===== src/ext_irq_pkg.sv =====
// shared constants and carriers for the external pin request-flag block
`default_nettype none
package ext_irq_pkg;
  localparam int irq_lines = 5;
  localparam int wake_lines = 8;
  // register map of the plain register port
  localparam logic [3:0] addr_irq_flag = 4'h0;
  localparam logic [3:0] addr_wake_flag = 4'h1;
  localparam logic [3:0] addr_port_func_a = 4'h2;
  localparam logic [3:0] addr_port_func_b = 4'h3;
  localparam logic [3:0] addr_wake_func = 4'h4;
  localparam logic [3:0] addr_irq_edge = 4'h5;
  localparam logic [3:0] addr_wake_edge = 4'h6;
  // field positions: irq lines 0..3 sit in function reg a, line 4 in reg b bit 0
  localparam int func_a_lines = 4;
  localparam int func_b_line = 4;
  localparam logic [7:0] reset_byte = 8'h00;
  localparam logic [7:0] unmapped_byte = 8'h00;
  // one less than the cycles after a function register write during which a flag clear is ignored
  localparam logic [1:0] clear_hold_cycles = 2'h1;
  typedef struct packed {
    logic [3:0] addr;
    logic [7:0] wdata;
    logic wr;
    logic rd;
  } reg_req_t;
endpackage : ext_irq_pkg
`default_nettype wire


===== src/ext_pin_irq_flag_logic.sv =====
// request flags for five irq pins and eight wakeup pins
`default_nettype none
// Contract
// - irq flag sets when function goes 0 to 1 with pin low, falling edge chosen.
// - irq flag sets when function goes 1 to 0 with pin low, rising edge chosen.
// - wake flag sets when function goes 0 to 1 with pin low.
// - clear written right after function register write is ignored; later clear works.
// - a flag set during read-modify-write is lost if written back as zero.
// - flags clear only by writing zero; writing one keeps them.
// - wake edge select 0 is falling, reset value, 1 is rising.
// - irq pins detect the selected edge and set flags when in interrupt function.
module ext_pin_irq_flag_logic (
  // clock and reset
  input wire logic clk,
  input wire logic nrst,
  // register port
  input wire logic [3:0] addr,
  input wire logic [7:0] wdata,
  input wire logic wr,
  input wire logic rd,
  output logic [7:0] rdata,
  // pins
  input wire logic [ext_irq_pkg::irq_lines-1:0] ext_irq_pin,
  input wire logic [ext_irq_pkg::wake_lines-1:0] wake_pin,
  // request flags to the interrupt controller
  output logic [ext_irq_pkg::irq_lines-1:0] irq_request_flag_reg,
  output logic [ext_irq_pkg::wake_lines-1:0] wake_request_flag_reg
);
  ext_irq_pkg::reg_req_t req;
  logic [7:0] port_function_reg_a, next_func_a;
  logic [7:0] port_function_reg_b, next_func_b;
  logic [7:0] wake_pin_function_reg, next_wake_func;
  logic [7:0] irq_edge_select_reg, next_irq_edge;
  logic [7:0] wake_line_edge_select, next_wake_edge;
  logic [ext_irq_pkg::irq_lines-1:0] next_irq_flag, irq_hit, irq_func;
  logic [ext_irq_pkg::wake_lines-1:0] next_wake_flag, wake_hit;
  logic [1:0] clear_hold, next_clear_hold;
  // last wake function byte, so a switch with the pin low sets the flag whatever edge is chosen
  logic [ext_irq_pkg::wake_lines-1:0] wake_func_seen, next_wake_func_seen, wake_switch;
  logic [7:0] next_rdata;
  assign req = '{addr: addr, wdata: wdata, wr: wr, rd: rd};
  assign irq_func = {port_function_reg_b[0], port_function_reg_a[ext_irq_pkg::func_a_lines-1:0]};
  function automatic logic is_wr(input ext_irq_pkg::reg_req_t r, input logic [3:0] a);
    is_wr = r.wr && (r.addr == a);
  endfunction
  pin_edge_detect #(.width(ext_irq_pkg::irq_lines)) u_irq_edge (
    .clk(clk),
    .nrst(nrst),
    .pin(ext_irq_pin),
    .func(irq_func),
    .edge_sel(irq_edge_select_reg[ext_irq_pkg::irq_lines-1:0]),
    .hit(irq_hit)
  );
  pin_edge_detect #(.width(ext_irq_pkg::wake_lines)) u_wake_edge (
    .clk(clk),
    .nrst(nrst),
    .pin(wake_pin),
    .func(wake_pin_function_reg),
    .edge_sel(wake_line_edge_select),
    .hit(wake_hit)
  );
  always_comb begin
    next_func_a = port_function_reg_a;
    next_func_b = port_function_reg_b;
    next_wake_func = wake_pin_function_reg;
    next_irq_edge = irq_edge_select_reg;
    next_wake_edge = wake_line_edge_select;
    next_clear_hold = (clear_hold != 2'h0) ? clear_hold - 2'h1 : 2'h0;
    next_wake_func_seen = wake_pin_function_reg;
    if (is_wr(req, ext_irq_pkg::addr_port_func_a)) next_func_a = req.wdata;
    if (is_wr(req, ext_irq_pkg::addr_port_func_b)) next_func_b = req.wdata;
    if (is_wr(req, ext_irq_pkg::addr_wake_func)) next_wake_func = req.wdata;
    if (is_wr(req, ext_irq_pkg::addr_irq_edge)) next_irq_edge = req.wdata;
    if (is_wr(req, ext_irq_pkg::addr_wake_edge)) next_wake_edge = req.wdata;
    if (is_wr(req, ext_irq_pkg::addr_port_func_a) || is_wr(req, ext_irq_pkg::addr_port_func_b) ||
        is_wr(req, ext_irq_pkg::addr_wake_func)) begin
      // the edge from the switch lands a cycle later, so an immediate clear must not win
      next_clear_hold = ext_irq_pkg::clear_hold_cycles + 2'h1;
    end
  end
  always_comb begin
    next_irq_flag = irq_request_flag_reg;
    next_wake_flag = wake_request_flag_reg;
    wake_switch = wake_pin_function_reg & ~wake_func_seen & ~wake_pin;
    if (is_wr(req, ext_irq_pkg::addr_irq_flag) && clear_hold == 2'h0) begin
      next_irq_flag = irq_request_flag_reg & req.wdata[ext_irq_pkg::irq_lines-1:0];
    end
    if (is_wr(req, ext_irq_pkg::addr_wake_flag) && clear_hold == 2'h0) begin
      next_wake_flag = wake_request_flag_reg & req.wdata;
    end
    // set wins over a clear in the same cycle
    next_irq_flag = next_irq_flag | irq_hit;
    next_wake_flag = next_wake_flag | wake_hit | wake_switch;
  end
  always_comb begin
    next_rdata = ext_irq_pkg::unmapped_byte;
    if (req.rd) begin
      case (req.addr)
        ext_irq_pkg::addr_irq_flag: next_rdata = {3'h0, irq_request_flag_reg};
        ext_irq_pkg::addr_wake_flag: next_rdata = wake_request_flag_reg;
        ext_irq_pkg::addr_port_func_a: next_rdata = port_function_reg_a;
        ext_irq_pkg::addr_port_func_b: next_rdata = port_function_reg_b;
        ext_irq_pkg::addr_wake_func: next_rdata = wake_pin_function_reg;
        ext_irq_pkg::addr_irq_edge: next_rdata = irq_edge_select_reg;
        ext_irq_pkg::addr_wake_edge: next_rdata = wake_line_edge_select;
        default: next_rdata = ext_irq_pkg::unmapped_byte;
      endcase
    end
  end
  always_ff @(posedge clk or negedge nrst) begin
    if (!nrst) begin
      port_function_reg_a <= ext_irq_pkg::reset_byte;
      port_function_reg_b <= ext_irq_pkg::reset_byte;
      wake_pin_function_reg <= ext_irq_pkg::reset_byte;
      irq_edge_select_reg <= ext_irq_pkg::reset_byte;
      wake_line_edge_select <= ext_irq_pkg::reset_byte;
      clear_hold <= 2'h0;
      wake_func_seen <= '0;
    end else begin
      port_function_reg_a <= next_func_a;
      port_function_reg_b <= next_func_b;
      wake_pin_function_reg <= next_wake_func;
      irq_edge_select_reg <= next_irq_edge;
      wake_line_edge_select <= next_wake_edge;
      clear_hold <= next_clear_hold;
      wake_func_seen <= next_wake_func_seen;
    end
  end
  always_ff @(posedge clk or negedge nrst) begin
    if (!nrst) begin
      irq_request_flag_reg <= '0;
      wake_request_flag_reg <= '0;
      rdata <= ext_irq_pkg::reset_byte;
    end else begin
      irq_request_flag_reg <= next_irq_flag;
      wake_request_flag_reg <= next_wake_flag;
      rdata <= next_rdata;
    end
  end
endmodule : ext_pin_irq_flag_logic
`default_nettype wire


===== src/pin_edge_detect.sv =====
// edge detector for one group of request lines
`default_nettype none
module pin_edge_detect #(
  parameter int width = 8
) (
  // clock and reset
  input wire logic clk,
  input wire logic nrst,
  // levels
  input wire logic [width-1:0] pin,
  input wire logic [width-1:0] func,
  input wire logic [width-1:0] edge_sel,
  // detected events
  output logic [width-1:0] hit
);
  logic [width-1:0] level;
  logic [width-1:0] prev;
  logic [width-1:0] next_prev;
  // a pin outside interrupt function looks high, so switching function is a real edge here
  assign level = pin | ~func;
  always_comb begin
    next_prev = level;
  end
  always_ff @(posedge clk or negedge nrst) begin
    if (!nrst) begin
      prev <= '1;
    end else begin
      prev <= next_prev;
    end
  end
  // falling when select is 0, rising when 1
  assign hit = (prev & ~level & ~edge_sel) | (~prev & level & edge_sel);
endmodule : pin_edge_detect
`default_nettype wire


===== config.mk =====
export PLATFORM = sky130hd
export DESIGN_NAME = ext_pin_irq_flag_logic
export DESIGN_NICKNAME = d
export VERILOG_FILES = /design/src/ext_irq_pkg.sv /design/src/ext_pin_irq_flag_logic.sv /design/src/pin_edge_detect.sv
export SDC_FILE = /design/constraint.sdc
export NUM_CORES = 1
export LEC_CHECK = 0
export BUFFER_PORTS_ARGS = -buffer_cell sky130_fd_sc_hd__buf_4
export CAP_MARGIN = 20
export CORE_ASPECT_RATIO = 1.1
export CORE_MARGIN = 3
export CORE_UTILIZATION = 40
export CTS_BUF_LIST = sky130_fd_sc_hd__clkbuf_2
export DETAILED_ROUTE_END_ITERATION = 8
export SLEW_MARGIN = 20
export SYNTH_ARGS = -nofsm -noshare
export SYNTH_HDL_FRONTEND = slang
export SYNTH_SLANG_ARGS = --single-unit

===== constraint.sdc =====
create_clock -name clk -period 1.74 [get_ports clk]
set_input_delay 0.435 -clock clk [delete_from_list [all_inputs] [get_ports clk]]
set_output_delay 0.435 -clock clk [all_outputs]
set_load 0.03 [all_outputs]

Word level (Yosys, flattened, before mapping)
Cells that the tools add are included.
{"block": "word_totals", "reg_bits": 84, "in_bits": 29, "output_inout_bits": 21, "word_cells": 68}
{"block": "classes", "addsub": 1, "n_eq_ne": 6, "mux": 6, "bitwise": 29, "reduce_logical": 14}
{"op": "8-bit bitwise AND", "count": 7}
{"op": "8-bit case mux with 7 select lines", "count": 1}
{"op": "8-bit NOT", "count": 6}
{"op": "8-bit bitwise OR", "count": 4}
{"op": "5-bit bitwise AND", "count": 5}
{"op": "5-bit NOT", "count": 4}
{"op": "8-bit 2-to-1 mux", "count": 2}
{"op": "5-bit bitwise OR", "count": 3}
{"op": "4-bit by 3-bit == test with 1-bit output (second input constant)", "count": 3}
{"op": "1-bit logical AND", "count": 9}
{"op": "4-bit by 2-bit == test with 1-bit output (second input constant)", "count": 2}
{"op": "5-bit 2-to-1 mux", "count": 1}
{"op": "4-bit by 1-bit == test with 1-bit output (second input constant)", "count": 1}
{"op": "4-bit logical NOT", "count": 1}
{"op": "2-bit 2-to-1 mux", "count": 2}
{"op": "2-bit logical NOT", "count": 1}
{"op": "1-bit logical OR", "count": 2}
{"op": "2-bit nonzero test", "count": 1}
{"op": "2-bit by 1-bit subtractor with 2-bit output (second input constant)", "count": 1}

Depth between registers and ports, before layout
Gate-level depths: netlist of the first run.
{"block": "depth", "word_depth": 8, "depth_mapped": 5, "ltp_nobuf": 3}

By module
A second synthesis of the first run with hierarchy kept.
{"block": "hier_totals", "cells_unflattened": 322, "hier_area_um2": 4095.2}
{"mod": "ext_pin_irq_flag_logic", "n_inst": 1, "cells_per_inst": 257, "area_each_um2": 3281.9, "seq_area_each_um2": 1776.7}
{"mod": "pin_edge_detect (u_wake_edge)", "n_inst": 1, "cells_per_inst": 40, "area_each_um2": 500.5, "seq_area_each_um2": 210.2}
{"mod": "pin_edge_detect (u_irq_edge)", "n_inst": 1, "cells_per_inst": 25, "area_each_um2": 312.8, "seq_area_each_um2": 131.4}

Least setup slack after synthesis of the first run
No wires, ideal clock.
{"block": "synth_timing", "path_type": "input port to flip-flop", "start": "input port addr[3]", "end": "register wake_line_edge_select[0]", "setup_ns": 0.125, "arrival_ns": 1.499, "required_time_ns": 1.615, "setup_slack_ns": 0.116, "path_stages": 5, "n_path_buf": 2, "cell_sequence": "buf_6 nor2b_1 and4b_1 buf_4 mux2_2"}
{"block": "synth_between", "elab_chain_cells": 2}
{"element": "start, declared", "line_no": "ext_pin_irq_flag_logic.sv:17", "text": "input wire logic [3:0] addr,"}
{"element": "4-bit by 3-bit == test with 1-bit output", "line_no": "ext_pin_irq_flag_logic.sv:44", "text": "is_wr = r.wr && (r.addr == a);"}
{"element": "1-bit logical AND", "line_no": "ext_pin_irq_flag_logic.sv:44"}
{"element": "end signal, assigned", "line_no": "ext_pin_irq_flag_logic.sv:116", "text": "wake_line_edge_select <= ext_irq_pkg::reset_byte;"}
{"element": "end signal, assigned", "line_no": "ext_pin_irq_flag_logic.sv:124", "text": "wake_line_edge_select <= next_wake_edge;"}
{"element": "end, declared", "line_no": "ext_pin_irq_flag_logic.sv:34", "text": "logic [7:0] wake_line_edge_select, next_wake_edge;"}
No other way between the ends.
A chain may end at the register's enable or synchronous reset.

Final worst setup path of the first run
{"block": "layout_timing", "start": "register wake_request_flag_reg[0] (netlist name)", "end": "output port wake_request_flag_reg[0] (netlist name)"}
{"element": "start, declared", "line_no": "ext_pin_irq_flag_logic.sv:27", "text": "output logic [ext_irq_pkg::wake_lines-1:0] wake_request_flag_reg"}
{"element": "start signal, assigned", "line_no": "ext_pin_irq_flag_logic.sv:136", "text": "wake_request_flag_reg <= next_wake_flag;"}
No word-level cell between the ends.

==> flow_summary_export.csv, run 1 <==
group,metric,value,unit
critical_path,crit_buf_inv,1,
sta,hold_viol,0,
route,vias,2804,
yosys,synthCells,309,
pwr,p_leak,2.16,nW
global_route,grt_usage,18.0,%
yosys,synthTopCellsByArea,"dfrtp_1 (46%), mux2_2 (14%), dfstp_2 (8.8%)",
route,avgRoutedWirePerCell,18.1,um
route,drc,0,
yosys,yosys_warnings,0,
route,wl,9350,um
finish,antenna_cells,0,
clock_network,cts_tree,"built",
route,viasPerCell,5.42,
yosys,synth_edf_count,0,
route,first_pass_iters,4,
critical_path,critPathRequiredTime,1.30,ns
critical_path,crit_slowest_cell,"dfrtp_1",
run_status,outcome,"finished clean",
sta,finalSetupViolCount,0,
die,chipHeight,110,um
finish,synthToLayoutAreaGrowth,23.7,%
finish,final_area,4830,um^2
sta,fin_crit_sh,92.5,%
finish,most-common-layout-cells,"buf_4 (89), dfrtp_1 (71), mux2_2 (48), nand2b_1 (28), and3b_1 (24)",
pwr,p_per_area,993,nW/um^2
global_route,antenna_found_initial,0,
sta,fin_crit,1.61,ns
clock_network,cts_root_buffer,"clkbuf_2",
critical_path,worstPathMaxFanout,3,
place,port_buffers,49,
die,num_rows,37,
global_route,grt_max_degree,85,
critical_path,path_cells,"buf_4",
sta,rsz0062_at_grt,"false",
yosys,synth_nets,338,
critical_path,path_delay_family,"flip-flops",
yosys,synthFlopType,"dfrtp_1",
place,place_area,4660,um^2
die,core,9440,um^2
yosys,synth_top_area_share,45.5,%
yosys,synth-seq-cells,84,
global_route,grt_pass1_wl,15000,um
clock_network,cts.clk_slew.worst_paths,0.23,ns
sta,slew_headroom,68.5,%
critical_path,crit_type,"flop to output port",
die,boundaryPins,50,
clock_network,htree_levels,3,
die,dieArea,11000,um^2
global_route,grt_pass1_vias,2852,
route,drt_iter0_markers,168,
clock_network,numCtsBuffers,9,
critical_path,startpoint_type,"flop",
die,initial_utilization,41.3,%
die,die_w,100,um
critical_path,critical_path.max_stage_delay,0.47,ns
finish,final_nets,425,
yosys,synth_area,3900,um^2
finish,finalNonFillerCells,517,
finish,fin_util,51.1,%
yosys,ys_seq_area_share,54.3,%
pwr,ir_drop,493,uV
yosys,synthDistinctLibCells,40,
clock_network,clock_latency,0.52,ns
sta,tns,0,ns
yosys,synth_top_area_cell,"dfrtp_1",
place,dpl.hpwl,6720,um
hold_path,hold_class,"input port to flop",
critical_path,cp-end-kind,"output port",
sta,fin_skew,0.0153,ns
finish,drive_gt1_share,42.8,%
critical_path,arrival,1.17,ns
sta,finalMaxSlewViolations,0,
yosys,ys_async_sr_fraction,100,%
global_route,gr-total-overflow,0,
finish,final_common_cell,"buf_4",
clock_network,clk_path_buf_depth,2,
sta,max_freq,621,MHz
route,drtAntennaViolNets,0,
clock_network,cts.sinks,84,
yosys,avgSynthCellArea,12.6,um^2
place,placedCellCount,501,
place,gp_congestion,0.831,
job,maxCapViolations,0,
clock_network,ctsResizeCount,0,
sta,tightest_slew,0.467,ns
## cell type report
cell class | instances | area [um^2]
Tap cell | 117 | 146
Clock buffer | 10 | 50.0
Clock inverter | 5 | 103
Inverter | 2 | 7.51
Sequential cell | 84 | 2120
Multi-Input combinational cell | 207 | 1680
Fill cell | 870 | 4620
Timing Repair Buffer | 92 | 718
## stage by stage
step           setup slack [ns]  hold WS [ns]  total power [mW]
2_1_floorplan             0.116         0.139              3.16
3_3_place_gp             -0.133         0.402              3.53
3_5_place_dp             -0.160         0.406              3.57
4_1_cts                  0.0737        0.0903              4.85
5_1_grt                  0.0399        0.0831              5.05
6_report                  0.131         0.125              4.79
## where the power goes
part           leakage, nW  switching, mW  internal [mW]
logic                 1.09          0.433          0.522
registers            0.982          0.237           2.33
clock network       0.0880          0.662          0.614
total                 2.16           1.33           3.46
## synth_stat cells (8+ instances only)
| cell | number |
|---|---|
| a21oi_1 | 8 |
| a221o_1 | 8 |
| o21ai_0 | 15 |
| nor2b_1 | 10 |
| dfstp_2 | 13 |
| mux2_2 | 48 |
| dfrtp_1 | 71 |
| and3b_1 | 24 |
| nand3b_1 | 15 |
| nand2b_1 | 28 |
| a31oi_1 | 9 |
## timing repair
item	in CTS	in global routing
buffers inserted	0	0
hold endpoints to repair	71	0
hold buffers	1	0
## layer usage
layer  share of wire (%)  wire length (um)  vias up  GRT usage (%)
li1                    -                 -     1316              -
met1                  48              4520     1401           25.8
met2                  46              4290       71           27.2
met3                 3.6               341       16           2.86
met4                 2.1               199        0           7.03
met5                   0                 0        -              0
## path summary, 6_finish.rpt
check	from	endpoint	slack, ns	cells past startpoint
worst max register to register	clear_hold[1]	irq_request_flag_reg[2]	0.26	3
worst max-delay path	wake_request_flag_reg[0]	wake_request_flag_reg[0]	0.13	1
max in group asynchronous	nrst	u_wake_edge.prev[4]	0.92	3
worst min-delay path	wake_pin[1]	u_wake_edge.prev[1]	0.12	2
min in group asynchronous	nrst	wake_func_seen[3]	0.44	3
worst min register to register	next_wake_func_seen[2]	wake_func_seen[2]	0.44	0
## cell families after synthesis
logic type      synth area share, %
buf+inv                        2.57
mux                            14.1
compound gates                 9.88
flops                          54.3
simple gates                   19.2
Note: power is estimated with default switching activity, not from simulation.
==> run 2, diff against run 1 <==
--- a/config.mk
+++ b/config.mk
@@ -10,9 +10,9 @@
 export CORE_ASPECT_RATIO = 1.1
 export CORE_MARGIN = 3
 export CORE_UTILIZATION = 40
-export CTS_BUF_LIST = sky130_fd_sc_hd__clkbuf_2
+export CTS_BUF_LIST = sky130_fd_sc_hd__clkbuf_8 sky130_fd_sc_hd__clkbuf_16
 export DETAILED_ROUTE_END_ITERATION = 8
-export SLEW_MARGIN = 20
+export SLEW_MARGIN = 10
 export SYNTH_ARGS = -nofsm -noshare
 export SYNTH_HDL_FRONTEND = slang
 export SYNTH_SLANG_ARGS = --single-unit
==> run 2 against run 1 <==
- power grew 7.1%
- sequential share of layout area shrank 0.61 points
- critical path depth grew 6
- global-route usage is essentially flat
- via count grew 0.21%
- register-to-register slack gained 0.03 ns
- clock-buffer cell count shrank 1
- non-clock buffer count shrank 1
- die area is the same
- hold slack lost 0.022 ns
- clock skew shrank 0.0079 ns
==> flow_summary_export.csv, run 2 (synthesis results as in run 1) <==
group,metric,value,unit
run_status,outcome,"finished clean",
pwr,p_seq_share,50.0,%
critical_path,crit_type,"input port to flop",
place,gp_congestion,0.831,
place,port_buffers,49,
critical_path,startpoint_type,"input port",
finish,most-common-layout-cells,"buf_4 (89), dfrtp_1 (71), mux2_2 (48), nand2b_1 (28), and3b_1 (24)",
route,drtAntennaViolNets,0,
route,avgRoutedWirePerCell,18.1,um
global_route,antenna_found_initial,0,
clock_network,numCtsBuffers,9,
global_route,grt_pass1_vias,2850,
route,wl,9320,um
sta,finalSetupViolCount,0,
place,dpl.hpwl,6720,um
die,dieArea,11000,um^2
route,first_pass_iters,4,
pwr,p_int,3.79,mW
global_route,grt_util_met2,27.5,%
clock_network,ctsResizeCount,0,
global_route,gr-total-overflow,0,
global_route,grt_pass1_wl,15100,um
pwr,p_per_area,1050,nW/um^2
die,chipHeight,110,um
pwr,p_switching,1.35,mW
finish,synthToLayoutAreaGrowth,25.4,%
die,num_rows,37,
global_route,grt_usage,18.0,%
job,maxCapViolations,0,
sta,fin_crit_sh,88.4,%
critical_path,path_common_cell,"buf_4",
finish,fin_util,51.8,%
pwr,combinationalPowerShare,18.6,%
clock_network,postCtsSetupBuffers,0,
finish,antenna_cells,0,
die,initial_utilization,41.3,%
hold_path,hold_class,"input port to asynchronous set/reset pin",
clock_network,cts_root_buffer,"clkbuf_8",
critical_path,cp-end-kind,"flop",
clock_network,htree_levels,3,
clock_network,cts_tree,"built",
die,core,9440,um^2
critical_path,worstPathMaxFanout,13,
sta,fin_crit,1.54,ns
die,boundaryPins,50,
route,viasPerCell,5.45,
sta,rsz0062_at_grt,"false",
global_route,grt.met1_usage,25.7,%
finish,final_nets,424,
clock_network,clk_path_buf_depth,2,
sta,fin_skew,0.00746,ns
global_route,grt_max_degree,85,
finish,finalNonFillerCells,516,
sta,slew_headroom,67.1,%
finish,drive_gt1_share,42.6,%
critical_path,path_cells,"buf_4 > buf_4 > buf_4 > nor3b_1 > buf_4 > a22oi_1 > a31oi_1",
pwr,finalPower,5.14,mW
sta,tightest_slew,0.489,ns
critical_path,critical_path.max_stage_delay,0.40,ns
route,vias,2810,
pwr,p_clk_share,31.5,%
pwr,p_leak,2.19,nW
clock_network,cts.clk_slew.worst_paths,0.08,ns
global_route,grt-busiest-layer,"met2",
critical_path,arrival,1.80,ns
clock_network,cts.sinks,84,
global_route,met3_usage,2.86,%
route,drt_iter0_markers,149,
place,placedCellCount,501,
finish,final_common_cell,"buf_4",
sta,hold_viol,0,
clock_network,clock_latency,0.35,ns
clock_network,postCtsHoldBufs,0,
critical_path,critPathRequiredTime,2.00,ns
route,drc,0,
pwr,ir_drop,565,uV
die,die_w,100,um
pwr,swShare,26.3,%
sta,finalMaxSlewViolations,0,
critical_path,crit_slowest_cell,"nor3b_1",
sta,max_freq,650,MHz
[run 2: worst paths after layout]
| check | from | to | slack (ns) | cells past startpoint |
|---|---|---|---|---|
| max in group asynchronous | nrst | u_wake_edge.prev[4] | 1.25 | 2 |
| max reg2reg | clear_hold[1] | irq_request_flag_reg[2] | 0.29 | 3 |
| max | addr[0] | rdata[3] | 0.20 | 7 |
| min reg2reg | next_wake_func_seen[2] | wake_func_seen[2] | 0.42 | 0 |
| min | nrst | wake_func_seen[3] | 0.10 | 2 |
| min in group clk | wake_pin[2] | u_wake_edge.prev[2] | 0.33 | 2 |
[run 2: final cells by class]
cell class	count	area, um^2
Clock inverter	6	106
Timing Repair Buffer	91	708
Inverter	2	7.51
Multi-Input combinational cell	207	1680
Tap cell	117	146
Fill cell	854	4550
Clock buffer	9	124
Sequential cell	84	2120
[run 2: power by group through the flow]
stage | Sequential [mW] | Combinational, mW | Clock [mW]
after floorplan | 2.61 | 0.547 | 0
after global placement | 2.59 | 0.939 | 0
after detailed placement | 2.60 | 0.963 | 0
after CTS | 2.57 | 0.967 | 1.67
after global routing | 2.62 | 1.04 | 1.74
final | 2.57 | 0.953 | 1.62
[run 2: per-layer routing]
metal | wire length (um) | up-vias
li1 | - | 1314
met1 | 4430 | 1415
met2 | 4320 | 67
met3 | 392 | 14
met4 | 172 | 0
met5 | 0 | -
[run 2: critical path: cells and delay by family]
kind / cells / cell delay [ns]
AOI/OAI and AO/OA: 2 / 0.29
buffers and inverters: 4 / 0.67
and+or+nand+nor: 1 / 0.40
[run 2: per-stage QoR]
step	hold WS (ns)	cell area, um^2	TNS (ns)	worst slack (ns)
after floorplan	0.139	3900	0	0.116
after global placement	0.402	4660	-0.935	-0.133
after detailed placement	0.406	4660	-1.10	-0.160
after CTS	0.115	4890	0	0.209
after global routing	0.123	4890	0	0.0975
final	0.102	4890	0	0.203
==> run 3, diff against run 2 <==
==> constraint.sdc (replaced) <==
create_clock -name clk -period 1.8 [get_ports clk]
set_input_delay 0.45 -clock clk [delete_from_list [all_inputs] [get_ports clk]]
set_output_delay 0.45 -clock clk [all_outputs]
set_load 0.03 [all_outputs]
==> run 3 against run 2 <==
- via count fell by 0.43%
- highest routed layer unchanged
- hold slack lost 0.042 ns
- critical path depth unchanged
- cell area shrank 1.0%
==> flow_summary_export.csv, run 3 (synthesis results as in run 1) <==
group,metric,value,unit
run_status,outcome,"finished clean",
clock_network,htree_levels,3,
sta,whs,0.0608,ns
finish,drive_gt1_share,41.8,%
route,vias,2798,
finish,antenna_cells,0,
sta,fin_crit_sh,81.9,%
route,drt_iter0_markers,83,
job,maxCapViolations,0,
place,pre_cts_ws,-0.0252,ns
clock_network,postCtsSetupBuffers,0,
sta,rsz0062_at_grt,"false",
sta,fin_crit,1.47,ns
sta,max_freq,679,MHz
die,num_rows,37,
finish,multi_input_area,1680,um^2
route,viasPerCell,5.46,
global_route,grt_pass1_vias,2976,
critical_path,startpoint_type,"input port",
pwr,p_per_area,969,nW/um^2
critical_path,critPathRequiredTime,2.06,ns
die,chipHeight,110,um
sta,finalMaxSlewViolations,0,
clock_network,cts_tree,"built",
clock_network,clk_path_buf_depth,2,
finish,register_area,2120,um^2
route,drtAntennaViolNets,0,
clock_network,cts.clk_slew.worst_paths,0.08,ns
clock_network,ctsResizeCount,0,
global_route,grt_usage,18.9,%
clock_network,cts_root_buffer,"clkbuf_8",
finish,final_nets,419,
clock_network,postCtsHoldBufs,0,
die,die_w,100,um
sta,slew_headroom,66.4,%
sta,tns,0,ns
place,port_buffers,49,
sta,fin_skew,0.00894,ns
finish,num-fill-cells,876,
die,dieArea,11000,um^2
finish,synthToLayoutAreaGrowth,24.1,%
place,dpl.hpwl,7030,um
die,initial_utilization,41.3,%
place,place_area,4650,um^2
clock_network,clock_latency,0.35,ns
finish,final_common_cell,"buf_4",
finish,most-common-layout-cells,"buf_4 (82), dfrtp_1 (71), mux2_2 (48), nand2b_1 (28), and3b_1 (24)",
global_route,gr-total-overflow,0,
pwr,finalPower,4.69,mW
sta,final.setup.worst_slack,0.326,ns
hold_path,hold_class,"input port to asynchronous set/reset pin",
critical_path,crit_type,"input port to flop",
clock_network,numCtsBuffers,9,
place,gp_congestion,0.857,
route,first_pass_iters,4,
finish,final_area,4840,um^2
pwr,p_leak,2.16,nW
die,core,9440,um^2
critical_path,arrival,1.73,ns
sta,finalSetupViolCount,0,
pwr,ir_drop,431,uV
route,wl,9570,um
clock_network,cts.sinks,84,
die,boundaryPins,50,
global_route,grt_pass1_wl,15800,um
route,drc,0,
sta,hold_viol,0,
route,avgRoutedWirePerCell,18.7,um
sta,tightest_slew,0.505,ns
global_route,antenna_found_initial,0,
critical_path,worstPathMaxFanout,13,
global_route,grt_max_degree,37,
critical_path,cp-end-kind,"flop",
==> run 3: cell types whose count changed in the layout (fill, tap and decap cells not counted), sizes merged <==
cell / delta
buf: -5
bufinv: -3
clkbuf: +4
clkinvlp: -1
inv: +1
==> run 3: final timing paths <==
check / from / end / slack [ns] / cells after the start
min: nrst / wake_func_seen[0] / 0.06 / 1
max: addr[0] / rdata[3] / 0.33 / 7
max in group asynchronous: nrst / u_wake_edge.prev[4] / 1.13 / 2
min in group clk: ext_irq_pin[3] / u_irq_edge.prev[3] / 0.34 / 2
max reg2reg: clear_hold[1] / wake_request_flag_reg[0] / 0.34 / 4
min reg2reg: next_wake_func_seen[4] / wake_func_seen[4] / 0.42 / 0
==> run 3: cell type report <==
cell class / count / area share, %
inverters: 2 / 0.155
well taps: 117 / 3.02
multi-input cells: 207 / 34.8
clock inverters: 3 / 0.258
clock buffers: 13 / 3.69
repair buffers: 86 / 14.4
flip-flops and latches: 84 / 43.7
==> run 3: metal layers <==
metal	GRT usage, %	part of all wire [%]
met5	0	0
met4	7.80	1.9
met3	4.63	5.1
met1	25.8	47
met2	29.0	46
==> run 3: critical path, cell delays in order <==
cell and delay [ns]:
buf_4 0.12, buf_4 0.18, buf_4 0.19, nor3b_1 0.29, buf_4 0.21, a22oi_1 0.07, a31oi_1 0.22
==> run 3: where the power goes <==
| group | total [mW] | internal, mW | switching (mW) |
|---|---|---|---|
| Clock | 1.29 | 0.642 | 0.649 |
| Sequential | 2.48 | 2.25 | 0.229 |
| Combinational | 0.922 | 0.500 | 0.421 |
==> run 3: stage by stage <==
step                std cells  utilization, %
floorplan                 309               -
global placement          496            49.3
detailed placement        496            49.3
CTS                       512            51.3
global route              512            51.3
finish                    512            51.3
